$ cat config.mk
export PLATFORM = sky130hd
export DESIGN_NAME = shadow_ram_and_ems_mapper
export DESIGN_NICKNAME = d
export VERILOG_FILES = /design/src/design/map_register_file.v /design/src/design/segment_router.v /design/src/design/shadow_ram_and_ems_mapper.v
export VERILOG_INCLUDE_DIRS = /design/src /design/src/design
export SDC_FILE = /design/constraint.sdc
export NUM_CORES = 1
export LEC_CHECK = 0
export ABC_AREA = 1
export BUFFER_PORTS_ARGS = -buffer_cell sky130_fd_sc_hd__buf_2
export CAP_MARGIN = 20
export CORE_MARGIN = 4
export CORE_UTILIZATION = 40
export CTS_CLUSTER_SIZE = 8
export DETAILED_ROUTE_END_ITERATION = 10
export GPL_TIMING_DRIVEN = 1
export PLACE_DENSITY = 0.62
export SLEW_MARGIN = 10
export SYNTH_ARGS = -nofsm -noshare
export SYNTH_HDL_FRONTEND = slang
export SYNTH_SLANG_ARGS = --single-unit
$ cat constraint.sdc
create_clock -name clk_sys_in -period 4.19 [get_ports clk_sys_in]
set_input_delay 0.419 -clock clk_sys_in [delete_from_list [all_inputs] [get_ports clk_sys_in]]
set_output_delay 0.419 -clock clk_sys_in [all_outputs]
set_load 0.02 [all_outputs]
$ cat src/design/shadow_ems_defs.vh
// Constants for the upper-memory shadow control and page mapper.
// Assumes inclusion by bare name from the design files only.
`ifndef SHADOW_EMS_DEFS_VH
`define SHADOW_EMS_DEFS_VH

// ==========================================
// I/O port addresses
`define IO_MAP_INDEX 8'he8
`define IO_MAP_DATA_LO 8'hea
`define IO_MAP_DATA_HI 8'heb
`define IO_CFG_INDEX 8'hec
`define IO_CFG_DATA 8'hed

// ==========================================
// Indexed configuration register numbers
`define CFG_AB_ACCESS 8'h0e
`define CFG_C_ACCESS 8'h0f
`define CFG_D_ACCESS 8'h10
`define CFG_EF_ACCESS 8'h11
`define CFG_ACCESS_RESET 8'h00

// ==========================================
// Access codes per segment
`define ACC_SLOT 2'h0
`define ACC_SETUP 2'h1
`define ACC_SHADOW 2'h2
`define ACC_DRAM 2'h3

// ==========================================
// Mapping register numbering and index port fields
`define MAP_COUNT 6'h24
`define MAP_LAST 6'h23
`define MAP_BACKFILL_BASE 6'h0c
`define MAP_BACKFILL_BIAS 6'h04
`define IDX_NUM_MSB 5
`define IDX_AUTOINC_BIT 6
`define FILL_ONES_6 6'h3f
`define FILL_ONES_8 8'hff

// ==========================================
// Address field positions and 64K segment numbers
`define SEG_A 4'ha
`define SEG_B 4'hb
`define SEG_C 4'hc
`define SEG_D 4'hd
`define SEG_E 4'he
`define SEG_F 4'hf
`define BLK_LOW_FIRST 6'h10
`define BLK_LOW_LAST 6'h27
`define BLK_MSB 19
`define BLK_LSB 14
`define SEG_MSB 19
`define SEG_LSB 16
`define HIGH_MSB 23
`define HIGH_LSB 20
`define HIGH_ZERO 4'h0

`endif

$ cat src/design/map_register_file.v
// Flip-flop array of page mapping registers with one write and two reads.
// Assumes the caller only writes indices below the entry count.
`timescale 1ns/1ps
`include "shadow_ems_defs.vh"

module map_register_file #(
    parameter ENTRIES = 36,
    parameter WIDTH = 10
) (
    input wire clk_sys_in,
    input wire rst_n_in,
    input wire wr_lo_in,
    input wire wr_hi_in,
    input wire [5:0] wr_idx_in,
    input wire [WIDTH-1:0] wr_data_in,
    input wire [5:0] rd_idx_in,
    output wire [WIDTH-1:0] rd_data_out,
    input wire [5:0] lk_idx_in,
    output wire [WIDTH-1:0] lk_data_out
);

    reg [WIDTH-1:0] page_q [0:ENTRIES-1];

    // ==========================================
    // Storage
    genvar i;
    generate
        for (i = 0; i < ENTRIES; i = i + 1) begin : g_page
            // One mapping register, low byte and top bits written apart
            always @(posedge clk_sys_in or negedge rst_n_in) begin
                if (!rst_n_in) begin
                    page_q[i] <= {WIDTH{1'b0}};
                end else if ({26'h0000000, wr_idx_in} == i) begin
                    if (wr_lo_in) begin
                        page_q[i][7:0] <= wr_data_in[7:0];
                    end
                    if (wr_hi_in) begin
                        page_q[i][WIDTH-1:8] <= wr_data_in[WIDTH-1:8];
                    end
                end
            end
        end
    endgenerate

    // ==========================================
    // Read ports, out-of-range reads give all ones
    assign rd_data_out = ({26'h0000000, rd_idx_in} < ENTRIES) ?
        page_q[rd_idx_in] : {WIDTH{1'b1}};
    assign lk_data_out = ({26'h0000000, lk_idx_in} < ENTRIES) ?
        page_q[lk_idx_in] : {WIDTH{1'b1}};

endmodule

$ cat src/design/segment_router.v
// Turns one segment access code and access direction into a target.
// Assumes the caller has already picked the code for the addressed segment.
`timescale 1ns/1ps
`include "shadow_ems_defs.vh"

module segment_router (
    input wire [1:0] code_in,
    input wire rom_seg_in,
    input wire write_in,
    output reg to_dram_out,
    output reg to_slot_out,
    output reg to_rom_out
);

    // ==========================================
    // Routing table
    // Targets for the current access
    always @* begin
        to_dram_out = 1'b0;
        to_slot_out = 1'b0;
        to_rom_out = 1'b0;
        case (code_in)
            `ACC_SLOT: begin
                to_rom_out = rom_seg_in;
                to_slot_out = ~rom_seg_in;
            end
            `ACC_SETUP: begin
                if (write_in) begin
                    to_dram_out = 1'b1;
                end else begin
                    to_rom_out = rom_seg_in;
                    to_slot_out = ~rom_seg_in;
                end
            end
            `ACC_SHADOW: begin
                to_dram_out = ~write_in;
                to_slot_out = write_in;
            end
            `ACC_DRAM: begin
                to_dram_out = 1'b1;
            end
            default: begin
                to_slot_out = 1'b1;
            end
        endcase
    end

endmodule

$ cat src/design/shadow_ram_and_ems_mapper.v
// Upper-memory shadow control and expanded-memory page translation.
// Assumes I/O and memory strobes are one-cycle pulses synchronous to clk_sys_in.
//
// Notes on behaviour
// - Each 16K C/D segment and 32K A/B/E/F segment has a two-bit code.
// - Code 00 sends reads and writes to slot bus, or ROM select in ROM space.
// - Code 01 in E/F: reads select on-board ROM, writes go to DRAM.
// - Code 01 in C/D: reads come from slot bus, writes go to DRAM.
// - Code 10: reads from DRAM, writes to slot bus.
// - Code 11: reads and writes both to DRAM.
// - Every segment code is decoded on its own.
// - With 384K remap selected, all shadow codes are ignored.
// - Thirty-six mapping registers, twelve page and twenty-four backfill.
// - A mapped enabled window gets its A23-A14 from its register.
// - Indices 0-B are page registers, 0C-23 are backfill registers.
// - Index port bits D0-D5 choose the mapping register.
// - Index port bit D6 turns auto-advance on or off.
// - EAh holds A21-A14, EBh A23-A22, word access at EAh reaches all.
// - With auto-advance, any EBh access steps the register number.
// - Unused data bits and index bit D7 read as one.
`timescale 1ns/1ps
`include "shadow_ems_defs.vh"

module shadow_ram_and_ems_mapper #(
    parameter MAP_ENTRIES = 36,
    parameter MAP_WIDTH = 10
) (
    input wire clk_sys_in,
    input wire rst_n_in,
    // I/O cycle port
    input wire io_rd_in,
    input wire io_wr_in,
    input wire io_word_in,
    input wire [7:0] io_addr_in,
    input wire [15:0] io_wdata_in,
    output reg [15:0] io_rdata_out,
    output reg io_rvalid_out,
    // Configuration levels from the rest of the controller
    input wire remap_384k_in,
    input wire ems_enable_in,
    input wire backfill_enable_in,
    input wire alternate_window_mapping_in,
    input wire [11:0] page_enable_in,
    // CPU memory access
    input wire mem_valid_in,
    input wire mem_write_in,
    input wire [23:0] mem_addr_in,
    output reg mem_valid_out,
    output reg [23:0] mem_addr_out,
    output reg mem_to_dram_out,
    output reg mem_to_slot_out,
    output reg rom_chip_select_n_out
);

    // ==========================================
    // State
    reg [7:0] shadow_ab_segment_access_q;
    reg [7:0] shadow_c_segment_access_q;
    reg [7:0] shadow_d_segment_access_q;
    reg [7:0] shadow_ef_segment_access_q;
    reg [7:0] cfg_index_q;
    reg [5:0] map_index_q;
    reg auto_inc_q;

    wire io_access;
    wire hit_index;
    wire hit_lo;
    wire hit_hi;
    wire hi_touch;
    wire map_wr_lo;
    wire map_wr_hi;
    wire [9:0] map_wr_data;
    wire [9:0] map_rd_data;
    wire [9:0] map_lk_data;
    reg [5:0] map_index_d;
    reg [7:0] cfg_rd;
    reg [15:0] io_rdata_d;
    reg [5:0] lk_idx;

    // ==========================================
    // I/O port decode
    assign io_access = io_rd_in | io_wr_in;
    assign hit_index = io_addr_in == `IO_MAP_INDEX;
    assign hit_lo = io_addr_in == `IO_MAP_DATA_LO;
    assign hit_hi = io_addr_in == `IO_MAP_DATA_HI;
    // word at EAh includes EBh half
    assign hi_touch = io_access & (hit_hi | (hit_lo & io_word_in));

    assign map_wr_lo = io_wr_in & hit_lo;
    assign map_wr_hi = io_wr_in & (hit_hi | (hit_lo & io_word_in));
    assign map_wr_data = hit_hi ? {io_wdata_in[1:0], 8'h00} : io_wdata_in[9:0];

    map_register_file #(
        .ENTRIES(MAP_ENTRIES),
        .WIDTH(MAP_WIDTH)
    ) u_maps (
        .clk_sys_in(clk_sys_in),
        .rst_n_in(rst_n_in),
        .wr_lo_in(map_wr_lo),
        .wr_hi_in(map_wr_hi),
        .wr_idx_in(map_index_q),
        .wr_data_in(map_wr_data),
        .rd_idx_in(map_index_q),
        .rd_data_out(map_rd_data),
        .lk_idx_in(lk_idx),
        .lk_data_out(map_lk_data)
    );

    // ==========================================
    // Index port and auto-advance
    // Next selected mapping register number
    always @* begin
        map_index_d = map_index_q;
        if (io_wr_in && hit_index) begin
            map_index_d = io_wdata_in[`IDX_NUM_MSB:0];
        end else if (hi_touch && auto_inc_q) begin
            if (map_index_q >= `MAP_LAST) begin
                map_index_d = 6'h00;
            end else begin
                map_index_d = map_index_q + 6'h01;
            end
        end
    end

    // Index port registers
    always @(posedge clk_sys_in or negedge rst_n_in) begin
        if (!rst_n_in) begin
            map_index_q <= 6'h00;
            auto_inc_q <= 1'b0;
        end else begin
            map_index_q <= map_index_d;
            if (io_wr_in && hit_index) begin
                auto_inc_q <= io_wdata_in[`IDX_AUTOINC_BIT];
            end
        end
    end

    // ==========================================
    // Indexed configuration registers
    // Shadow code registers and their index
    always @(posedge clk_sys_in or negedge rst_n_in) begin
        if (!rst_n_in) begin
            cfg_index_q <= 8'h00;
            // all segments start on code 00, slot bus or ROM select in E/F
            shadow_ab_segment_access_q <= `CFG_ACCESS_RESET;
            shadow_c_segment_access_q <= `CFG_ACCESS_RESET;
            shadow_d_segment_access_q <= `CFG_ACCESS_RESET;
            shadow_ef_segment_access_q <= `CFG_ACCESS_RESET;
        end else if (io_wr_in) begin
            if (io_addr_in == `IO_CFG_INDEX) begin
                cfg_index_q <= io_wdata_in[7:0];
            end else if (io_addr_in == `IO_CFG_DATA) begin
                case (cfg_index_q)
                    `CFG_AB_ACCESS: shadow_ab_segment_access_q <= io_wdata_in[7:0];
                    `CFG_C_ACCESS: shadow_c_segment_access_q <= io_wdata_in[7:0];
                    `CFG_D_ACCESS: shadow_d_segment_access_q <= io_wdata_in[7:0];
                    `CFG_EF_ACCESS: shadow_ef_segment_access_q <= io_wdata_in[7:0];
                    default: cfg_index_q <= cfg_index_q;
                endcase
            end
        end
    end

    // Selected configuration register value
    always @* begin
        case (cfg_index_q)
            `CFG_AB_ACCESS: cfg_rd = shadow_ab_segment_access_q;
            `CFG_C_ACCESS: cfg_rd = shadow_c_segment_access_q;
            `CFG_D_ACCESS: cfg_rd = shadow_d_segment_access_q;
            `CFG_EF_ACCESS: cfg_rd = shadow_ef_segment_access_q;
            default: cfg_rd = `FILL_ONES_8;
        endcase
    end

    // ==========================================
    // I/O read data
    // Read mux, unused bits read as ones
    always @* begin
        io_rdata_d = {`FILL_ONES_8, `FILL_ONES_8};
        case (io_addr_in)
            `IO_MAP_INDEX: begin
                io_rdata_d[7:0] = {1'b1, auto_inc_q, map_index_q};
            end
            `IO_MAP_DATA_LO: begin
                io_rdata_d[7:0] = map_rd_data[7:0];
                if (io_word_in) begin
                    io_rdata_d[15:8] = {`FILL_ONES_6, map_rd_data[9:8]};
                end
            end
            `IO_MAP_DATA_HI: begin
                io_rdata_d[7:0] = {`FILL_ONES_6, map_rd_data[9:8]};
            end
            `IO_CFG_INDEX: begin
                io_rdata_d[7:0] = cfg_index_q;
            end
            `IO_CFG_DATA: begin
                io_rdata_d[7:0] = cfg_rd;
            end
            default: begin
                io_rdata_d = {`FILL_ONES_8, `FILL_ONES_8};
            end
        endcase
    end

    // Registered read answer
    always @(posedge clk_sys_in or negedge rst_n_in) begin
        if (!rst_n_in) begin
            io_rdata_out <= 16'hffff;
            io_rvalid_out <= 1'b0;
        end else begin
            io_rvalid_out <= io_rd_in;
            if (io_rd_in) begin
                io_rdata_out <= io_rdata_d;
            end
        end
    end

    // ==========================================
    // Memory window lookup
    wire [3:0] seg;
    wire [5:0] blk;
    wire low_mb;
    wire upper;
    wire rom_seg;
    reg lk_hit;
    reg [1:0] seg_code;
    wire [1:0] eff_code;
    wire to_dram;
    wire to_slot;
    wire to_rom;

    assign seg = mem_addr_in[`SEG_MSB:`SEG_LSB];
    assign blk = mem_addr_in[`BLK_MSB:`BLK_LSB];
    assign low_mb = mem_addr_in[`HIGH_MSB:`HIGH_LSB] == `HIGH_ZERO;
    assign upper = low_mb & (seg >= `SEG_A);
    assign rom_seg = (seg == `SEG_E) | (seg == `SEG_F);

    // Mapping register for the address, and whether it is enabled
    always @* begin
        lk_idx = 6'h00;
        lk_hit = 1'b0;
        if (low_mb) begin
            if (blk >= `BLK_LOW_FIRST && blk <= `BLK_LOW_LAST) begin
                lk_idx = blk - `MAP_BACKFILL_BIAS;
                lk_hit = backfill_enable_in;
            end else if (seg == `SEG_D) begin
                lk_idx = {2'b01, blk[1:0]};
                lk_hit = ems_enable_in & page_enable_in[lk_idx[3:0]];
            end else if (seg == (alternate_window_mapping_in ? `SEG_A : `SEG_C)) begin
                lk_idx = {2'b00, blk[1:0]};
                lk_hit = ems_enable_in & page_enable_in[lk_idx[3:0]];
            end else if (seg == (alternate_window_mapping_in ? `SEG_B : `SEG_E)) begin
                lk_idx = {2'b10, blk[1:0]};
                lk_hit = ems_enable_in & page_enable_in[lk_idx[3:0]];
            end
        end
    end

    // ==========================================
    // Shadow code selection
    // one code per segment
    always @* begin
        case (seg)
            `SEG_A, `SEG_B: seg_code = shadow_ab_segment_access_q[{seg[0], blk[1], 1'b0} +: 2];
            `SEG_C: seg_code = shadow_c_segment_access_q[{blk[1:0], 1'b0} +: 2];
            `SEG_D: seg_code = shadow_d_segment_access_q[{blk[1:0], 1'b0} +: 2];
            `SEG_E, `SEG_F: seg_code = shadow_ef_segment_access_q[{seg[0], blk[1], 1'b0} +: 2];
            default: seg_code = `ACC_SLOT;
        endcase
    end

    assign eff_code = remap_384k_in ? `ACC_SLOT : seg_code;

    segment_router u_route (
        .code_in(eff_code),
        .rom_seg_in(rom_seg),
        .write_in(mem_write_in),
        .to_dram_out(to_dram),
        .to_slot_out(to_slot),
        .to_rom_out(to_rom)
    );

    // ==========================================
    // Registered memory answer
    // Target and translated address for each access
    always @(posedge clk_sys_in or negedge rst_n_in) begin
        if (!rst_n_in) begin
            mem_valid_out <= 1'b0;
            mem_addr_out <= 24'h000000;
            mem_to_dram_out <= 1'b0;
            mem_to_slot_out <= 1'b0;
            rom_chip_select_n_out <= 1'b1;
        end else begin
            mem_valid_out <= mem_valid_in;
            if (!mem_valid_in) begin
                mem_to_dram_out <= 1'b0;
                mem_to_slot_out <= 1'b0;
                rom_chip_select_n_out <= 1'b1;
            end else if (lk_hit) begin
                mem_addr_out <= {map_lk_data, mem_addr_in[`BLK_LSB-1:0]};
                mem_to_dram_out <= 1'b1;
                mem_to_slot_out <= 1'b0;
                rom_chip_select_n_out <= 1'b1;
            end else if (upper) begin
                mem_addr_out <= mem_addr_in;
                mem_to_dram_out <= to_dram;
                mem_to_slot_out <= to_slot;
                rom_chip_select_n_out <= ~to_rom;
            end else begin
                mem_addr_out <= mem_addr_in;
                mem_to_dram_out <= 1'b1;
                mem_to_slot_out <= 1'b0;
                rom_chip_select_n_out <= 1'b1;
            end
        end
    end

endmodule

==> impl_results.md, run 1 <==
* Final GP Congestion at 0.9444
* Final Hold Fails at 0
* Clock share of power at 0.429
* Worst r2r src: map_index_q[0]
* Crit-path cells: inv_6 > buf_4 > nor2_1 > o21ai_0 > a22o_1 > o21ai_0 > nand3_1 > nand2_1 > nand3_1 > o21ai_0 > inv_1
* Clk Latency, worst-skew pair at 630 ps
* Slew Limit Fails at 0
* Largest stage delay, worst path at 750 ps
* First-pass GRT wire length at 139.1 mm
* Final Setup Violations at 0
* Max Cap Viol at 0
* Peak VDD IR at 256.4 µV
* FF-to-FF setup slack at 990 ps
* Synth warn at 0
* RSZ-0062 raised after global routing: no
* Initial core utilization at 0.4063
* Yosys reg bits at 446
* Sw frac at 0.2974
* Final hold slack at 59.18 ps
* CTS tree: yes
* Number of buffers created by CTS at 61
* Initial DRC count at 3020
* Fmax achieved at 312.6 MHz
* Layout area overhead at 12.99%
* Crit path arrival time at 3770 ps
* DR vias at 24910
* FFs w/ async S/R, synth at 1.000
* Synth unique cells at 53
* Leak Pwr at 12.57 nW
* Worst R2R End: io_rdata_out[0]
* Main synth FF type: dfrtp_1
* Port bufs at 103
* Sum of buffers and inverters on the critical path at 3
* Most frequent CP cell: o21ai_0
* Critical Path Source Type: flop
* FP Rows at 91
* Psw at 3.151 mW
* Status: completed
* DR pass1 iterations at 6
* Routed length per instance at 20.57 µm
* Critical path's slowest cell: o21ai_0
* Die Width at 259.1 µm
* Vias per cell at 5.612
* Final worst-path cycle share at 0.7635
* Hold Crit Depth at 1
* Slew margin rel. at 0.2954
* Cell Area, Synth at 25210 µm²
* Reg clk slew, reported paths at 60 ps
* Routed WL at 91.27 mm
* Std-Cell Core Area at 62050 µm²
* Comb pwr share at 0.153
* CTS max path bufs at 3
* Fill cells at 6297
* Worst hold endpoint: io_rvalid_out
* Die Y at 259.1 µm
* CTS root buffer: clkbuf_16
* Worst setup EP type: flop
* Fin crit period at 3199 ps
* DRC Markers at 0
* Power Density at 371.9 nW/µm²
* Sequential area share after synthesis at 0.4432
* Vias in the first global route at 23080
* Antenna viol nets, final at 0
* EDFF count, synth at 0
* Worst EP required at 4760 ps
* Gr ovfl total at 0
* Post-Syn Instances at 3537
* Number of diodes at 0
* Pin count of the biggest net entering global routing at 106
* Final nets at 3654
* Full die area at 67110 µm²
* Post-CTS resize count at 0
* Layout cells sized above 1 at 0.08553
* CP Launch Point: map_index_q[0]
* Worst Min Path Start: io_rd_in
* GRT Total Usage at 0.2656
* Pint at 7.442 mW
* Worst Max-Slew Pin Slew at 1053 ps
* CTS sink cnt at 446
* Worst clock skew at 16.46 ps
* DPL Wire Length at 60.00 mm
* Reg power frac at 0.418
* CP top delay family: compound AO/OA/AOI/OAI gates
* Worst Path Max Fanout at 34
* Worst reg2reg path depth at 11
* Syn_area_per_cell at 7.128 µm²
* IO Pins at 116
* Initial antenna violation count at 1
* Final setup TNS at 0 ps
* Crit Path Category: flop to flop
* # H-tree levels at 2
* Min-Delay Path Class: primary input to flop
per-stage QoR:
| stage | util | cells | setup WS, ps | area [µm²] | power [mW] |
|---|---|---|---|---|---|
| detailed placement | 0.4298 | 4332 | 741.2 | 26670 | 6.060 |
| CTS | 0.4590 | 4438 | 1138 | 28480 | 10.64 |
| global placement | 0.4298 | 4332 | 784.5 | 26670 | 6.054 |
| finish | 0.4590 | 4438 | 991.0 | 28480 | 10.59 |
| global route | 0.4590 | 4438 | 836.1 | 28480 | 11.00 |
| floorplan | - | 3542 | 1699 | 25230 | 5.353 |
layout by cell type (no fill, tap or decap), drive strengths merged, types with 2 or more instances in the layout:
master | synthesis | layout
a31oi | 3 | 3
a2111oi | 3 | 3
clkbuf | 167 | 88
nor3b | 4 | 4
dfstp | 11 | 11
o22a | 2 | 2
nand3 | 245 | 245
o221ai | 4 | 4
o22ai | 19 | 19
a22oi | 4 | 4
nand2 | 986 | 986
dlygate4sd3 | 0 | 15
dfrtp | 435 | 435
nand4 | 11 | 11
a21oi | 205 | 205
inv | 271 | 275
a211oi | 3 | 3
nor3 | 34 | 34
o211ai | 33 | 33
o21ai | 753 | 753
nand3b | 18 | 18
clkinv | 5 | 4
a22o | 13 | 13
a21o | 2 | 2
nor4 | 4 | 4
xor2 | 2 | 2
ha | 10 | 10
o31ai | 5 | 5
a41oi | 2 | 2
buf | 81 | 201
conb | 1 | 6
or2 | 7 | 7
nor2 | 181 | 181
a221oi | 9 | 9
power by group through the flow:
stage,combinational (mW),sequential [mW],clock (mW)
finish,1.62,4.43,4.55
global route,1.75,4.43,4.83
CTS,1.58,4.42,4.64
detailed placement,1.56,4.50,0
global placement,1.56,4.50,0
floorplan,0.872,4.48,0
cells in the mapped netlist (all sizes together) (2+ instances only):
cell type,n,share of area
a2111oi,3,0.0010
a211oi,3,0.00089
a21o,2,0.00060
a21oi,205,0.041
a221oi,9,0.0031
a22o,13,0.0045
a22oi,4,0.0012
a31oi,3,0.00074
a41oi,2,0.00069
buf,81,0.018
clkbuf,167,0.025
clkinv,5,0.00074
dfrtp,435,0.43
dfstp,11,0.011
ha,10,0.0050
inv,271,0.040
nand2,986,0.15
nand3,245,0.049
nand3b,18,0.0054
nand4,11,0.0027
nor2,181,0.028
nor3,34,0.0067
nor3b,4,0.0012
nor4,4,0.0012
o211ai,33,0.0098
o21ai,753,0.15
o221ai,4,0.0014
o22a,2,0.00069
o22ai,19,0.0050
o31ai,5,0.0015
or2,7,0.0017
xor2,2,0.00069
repair_timing:
action,in CTS,in global routing
hold buffers,15,0
buffers inserted,0,0
endpoints found under the hold margin,108,0
setup endpoints to repair,0,0
state kept, by name, indices dropped and copies added, names as in the netlist:
register	flops
io_rdata_out	10
mem_addr_out	24
shadow_d_segment_access_q	8
cfg_index_q	8
shadow_c_segment_access_q	8
u_maps.page_q	360
mem_valid_out	1
io_rvalid_out	1
auto_inc_q	1
mem_to_dram_out	1
rom_chip_select_n_out	1
shadow_ef_segment_access_q	8
map_index_q	6
mem_to_slot_out	1
shadow_ab_segment_access_q	8
kinds of logic (layout without fill, tap and decap cells):
family                     count (synthesis)  in the layout  synth area share
and+or+nand+nor                         1492           1492            0.2442
AOI/OAI and AO/OA                       1062           1062            0.2224
other                                      1              6         0.0001487
buffers and inverters                    524            583           0.08432
xor gates and xnor gates                   2              2         0.0006950
adders and majority gates                 10             10          0.004963
DFF                                      446            446            0.4432
routing by layer:
metal	vias to the layer above	share of wire	GRT usage
met4	2	0.048	0.1169
met2	1192	0.44	0.4110
li1	11790	-	-
met3	230	0.098	0.05736
met5	-	0.00014	0
met1	11690	0.41	0.3602
final cells by class:
type                       count  area, µm²  share of cell area
multi-input combinational   2572      11970              0.4203
sequential                   446      11180              0.3926
clock buffer                  88       1628             0.05715
timing repair buffer         216       1574             0.05526
tap                          837       1047             0.03677
inverter                     276       1044             0.03663
clock inverter                 3      37.54            0.001318
how the worst max path moves through the flow:
stage	slack [ps]	end	cells past startpoint
floorplan	1700	u_maps.page_q[237]	12
global placement	780	mem_addr_out[19]	21
finish	990	io_rdata_out[0]	11
detailed placement	740	mem_addr_out[19]	21
CTS	1140	io_rdata_out[0]	12
global route	840	io_rdata_out[0]	12
worst reg2reg max path, stage by stage, from the launching register on:
cell     delay [ps]
dfrtp_4         660
inv_6           360
buf_4           350
nor2_1           90
o21ai_0         750
a22o_1          240
o21ai_0         110
nand3_1         230
nand2_1         100
nand3_1         100
o21ai_0          90
inv_1            70
Power figures use the tool's default switching activity.
==> inputs of run 2 (changes only) <==
==> constraint.sdc (replaced) <==
create_clock -name clk_sys_in -period 3.25 [get_ports clk_sys_in]
set_input_delay 0.325 -clock clk_sys_in [delete_from_list [all_inputs] [get_ports clk_sys_in]]
set_output_delay 0.325 -clock clk_sys_in [all_outputs]
set_load 0.02 [all_outputs]
==> run 2 against run 1 <==
Effect of this change:
- first-iteration DRC count is 0.26% higher
- clock skew up 6.9 ps
- hold slack lost 27 ps
- clock-buffer cell count grew 4
- power increased by 36%
- via count rose by 1.2%
==> impl_results.md, run 2 (same netlist as run 1, synthesis figures left out) <==
* Routed length per instance at 20.73 µm
* Layout cells sized above 1 at 0.09844
* Power Density at 492.1 nW/µm²
* Placed Area at 27110 µm²
* Gr ovfl total at 0
* Most common cell after layout, fill and taps aside: nand2_1
* Final GP Congestion at 0.9244
* Initial antenna violation count at 4
* # H-tree levels at 3
* Reg clk slew, reported paths at 50 ps
* Vias per cell at 5.621
* Slew Limit Fails at 0
* Crit Path Category: flop to flop
* Reg power frac at 0.397
* CTS Hold Bufs at 17
* Number of buffers created by CTS at 66
* Worst Path Max Fanout at 41
* First-pass GRT wire length at 142.5 mm
* Clock share of power at 0.450
* Full die area at 67110 µm²
* Comb pwr share at 0.154
* Post-CTS resize count at 0
* Critical path's slowest cell: dfrtp_4
* Max reg flops at 360
* Largest stage delay, worst path at 730 ps
* Sw frac at 0.2890
* CTS tree: yes
* Critical Path Source Type: flop
* Register bank with the most flops: u_maps.page_q
* CTS root buffer: clkbuf_16
* Final setup TNS at 0 ps
* Most frequent cells in the layout: nand2_1, o21ai_0, dfrtp_1
* Top Registers: u_maps.page_q (360), mem_addr_out (24), io_rdata_out (10)
* Final Setup Violations at 0
* Worst clock skew at 23.40 ps
* Worst EP required at 3760 ps
* Std-Cell Core Area at 62050 µm²
* Vias in the first global route at 23500
* DR pass1 iterations at 7
* GRT Total Usage at 0.2724
* Routed WL at 92.97 mm
* Worst setup EP type: flop
* Clk Latency, worst-skew pair at 610 ps
* CTS max path bufs at 3
* Final hold slack at 32.34 ps
* Post-CTS Setup Bufs at 0
* DRC Markers at 0
* Status: completed
* Layout area overhead at 15.69%
* Final worst-path cycle share at 0.9056
* Initial core utilization at 0.4063
* RSZ-0062 raised after global routing: no
* Pin count of the biggest net entering global routing at 95
* FP Rows at 91
* Leak Pwr at 12.95 nW
* Final Hold Fails at 0
* Fin crit period at 2943 ps
* Min-Delay Path Class: primary input to flop
* Psw at 4.148 mW
* Fmax achieved at 339.8 MHz
* DR vias at 25210
* CTS sink cnt at 446
* Port bufs at 103
* DPL Wire Length at 61.75 mm
* Crit path arrival time at 3450 ps
* Finished Cell Area at 29170 µm²
* Die Width at 259.1 µm
* Final nets at 3702
* Crit-path cells: inv_6 > buf_12 > buf_4 > nor2_1 > o21ai_0 > buf_4 > a2111oi_0 > nor2_1 > o21ai_0 > buf_4 > a21oi_1
* Die Y at 259.1 µm
* Pint at 10.21 mW
* Most frequent CP cell: buf_4
* Peak VDD IR at 334.1 µV
* Initial DRC count at 3028
* Max Cap Viol at 0
* Antenna viol nets, final at 0
* IO Pins at 116
* Worst Max-Slew Pin Slew at 1056 ps
* Slew margin rel. at 0.2930
==> run 2: cell count changes in the layout (fill, tap and decap cells not counted), sizes merged <==
cell | before | now
buf | 201 | 242
clkbuf | 88 | 92
dlygate4sd3 | 15 | 17
inv | 275 | 273
clkinv | 4 | 5
diode | 0 | 1
==> run 2: worst paths after layout <==
| kind | from | slack [ps] | cells after the start | endpoint |
|---|---|---|---|---|
| hold / removal | mem_addr_in[21] | 30 | 3 | mem_addr_out[21] |
| hold reg to reg | mem_addr_out[11] | 460 | 2 | mem_addr_out[11] |
| min in group asynchronous | rst_n_in | 370 | 2 | io_rvalid_out |
| max in group asynchronous | rst_n_in | 1870 | 3 | u_maps.page_q[291] |
| setup / recovery | map_index_q[0] | 310 | 11 | io_rdata_out[5] |
| setup reg to reg | map_index_q[0] | 310 | 11 | io_rdata_out[5] |
==> run 2: layer usage <==
| metal | routed length (µm) | global-route usage |
|---|---|---|
| met2 | 41890 | 0.4321 |
| met1 | 38130 | 0.3615 |
| met4 | 3681 | 0.1058 |
| met3 | 9243 | 0.06614 |
| met5 | 27 | 0 |
==> run 2: worst max-delay path: cells and delay by family (launching register included) <==
| family | cells | cell delay, ps |
|---|---|---|
| buffers and inverters | 5 | 810 |
| flip-flops | 1 | 730 |
| AO/OA/AOI/OAI | 4 | 960 |
| AND/OR/NAND/NOR | 2 | 290 |
==> run 2: per-stage QoR <==
stage	util	instances	worst slack, ps	power [mW]
6_report	0.4700	4485	306.9	14.35
2_1_floorplan	-	3542	759.0	6.901
3_5_place_dp	0.4370	4373	77.76	7.918
4_1_cts	0.4700	4484	438.1	14.41
3_3_place_gp	0.4370	4373	69.16	7.908
5_1_grt	0.4700	4484	202.3	14.86
==> run 2: cell type report <==
cell class | instances | area [µm²]
Antenna cell | 1 | 2.502
Clock buffer | 92 | 1866
Clock inverter | 2 | 13.76
Fill cell | 6249 | 32890
Inverter | 276 | 1044
Multi-Input combinational cell | 2572 | 11970
Sequential cell | 446 | 11180
Tap cell | 837 | 1047
Timing Repair Buffer | 259 | 2039
==> run 2: power groups by stage <==
| stage | Sequential (mW) | Combinational [mW] | Clock (mW) |
|---|---|---|---|
| 2_1_floorplan | 5.78 | 1.12 | 0 |
| 3_3_place_gp | 5.78 | 2.13 | 0 |
| 3_5_place_dp | 5.78 | 2.14 | 0 |
| 4_1_cts | 5.69 | 2.16 | 6.56 |
| 5_1_grt | 5.70 | 2.38 | 6.78 |
| 6_report | 5.70 | 2.20 | 6.45 |
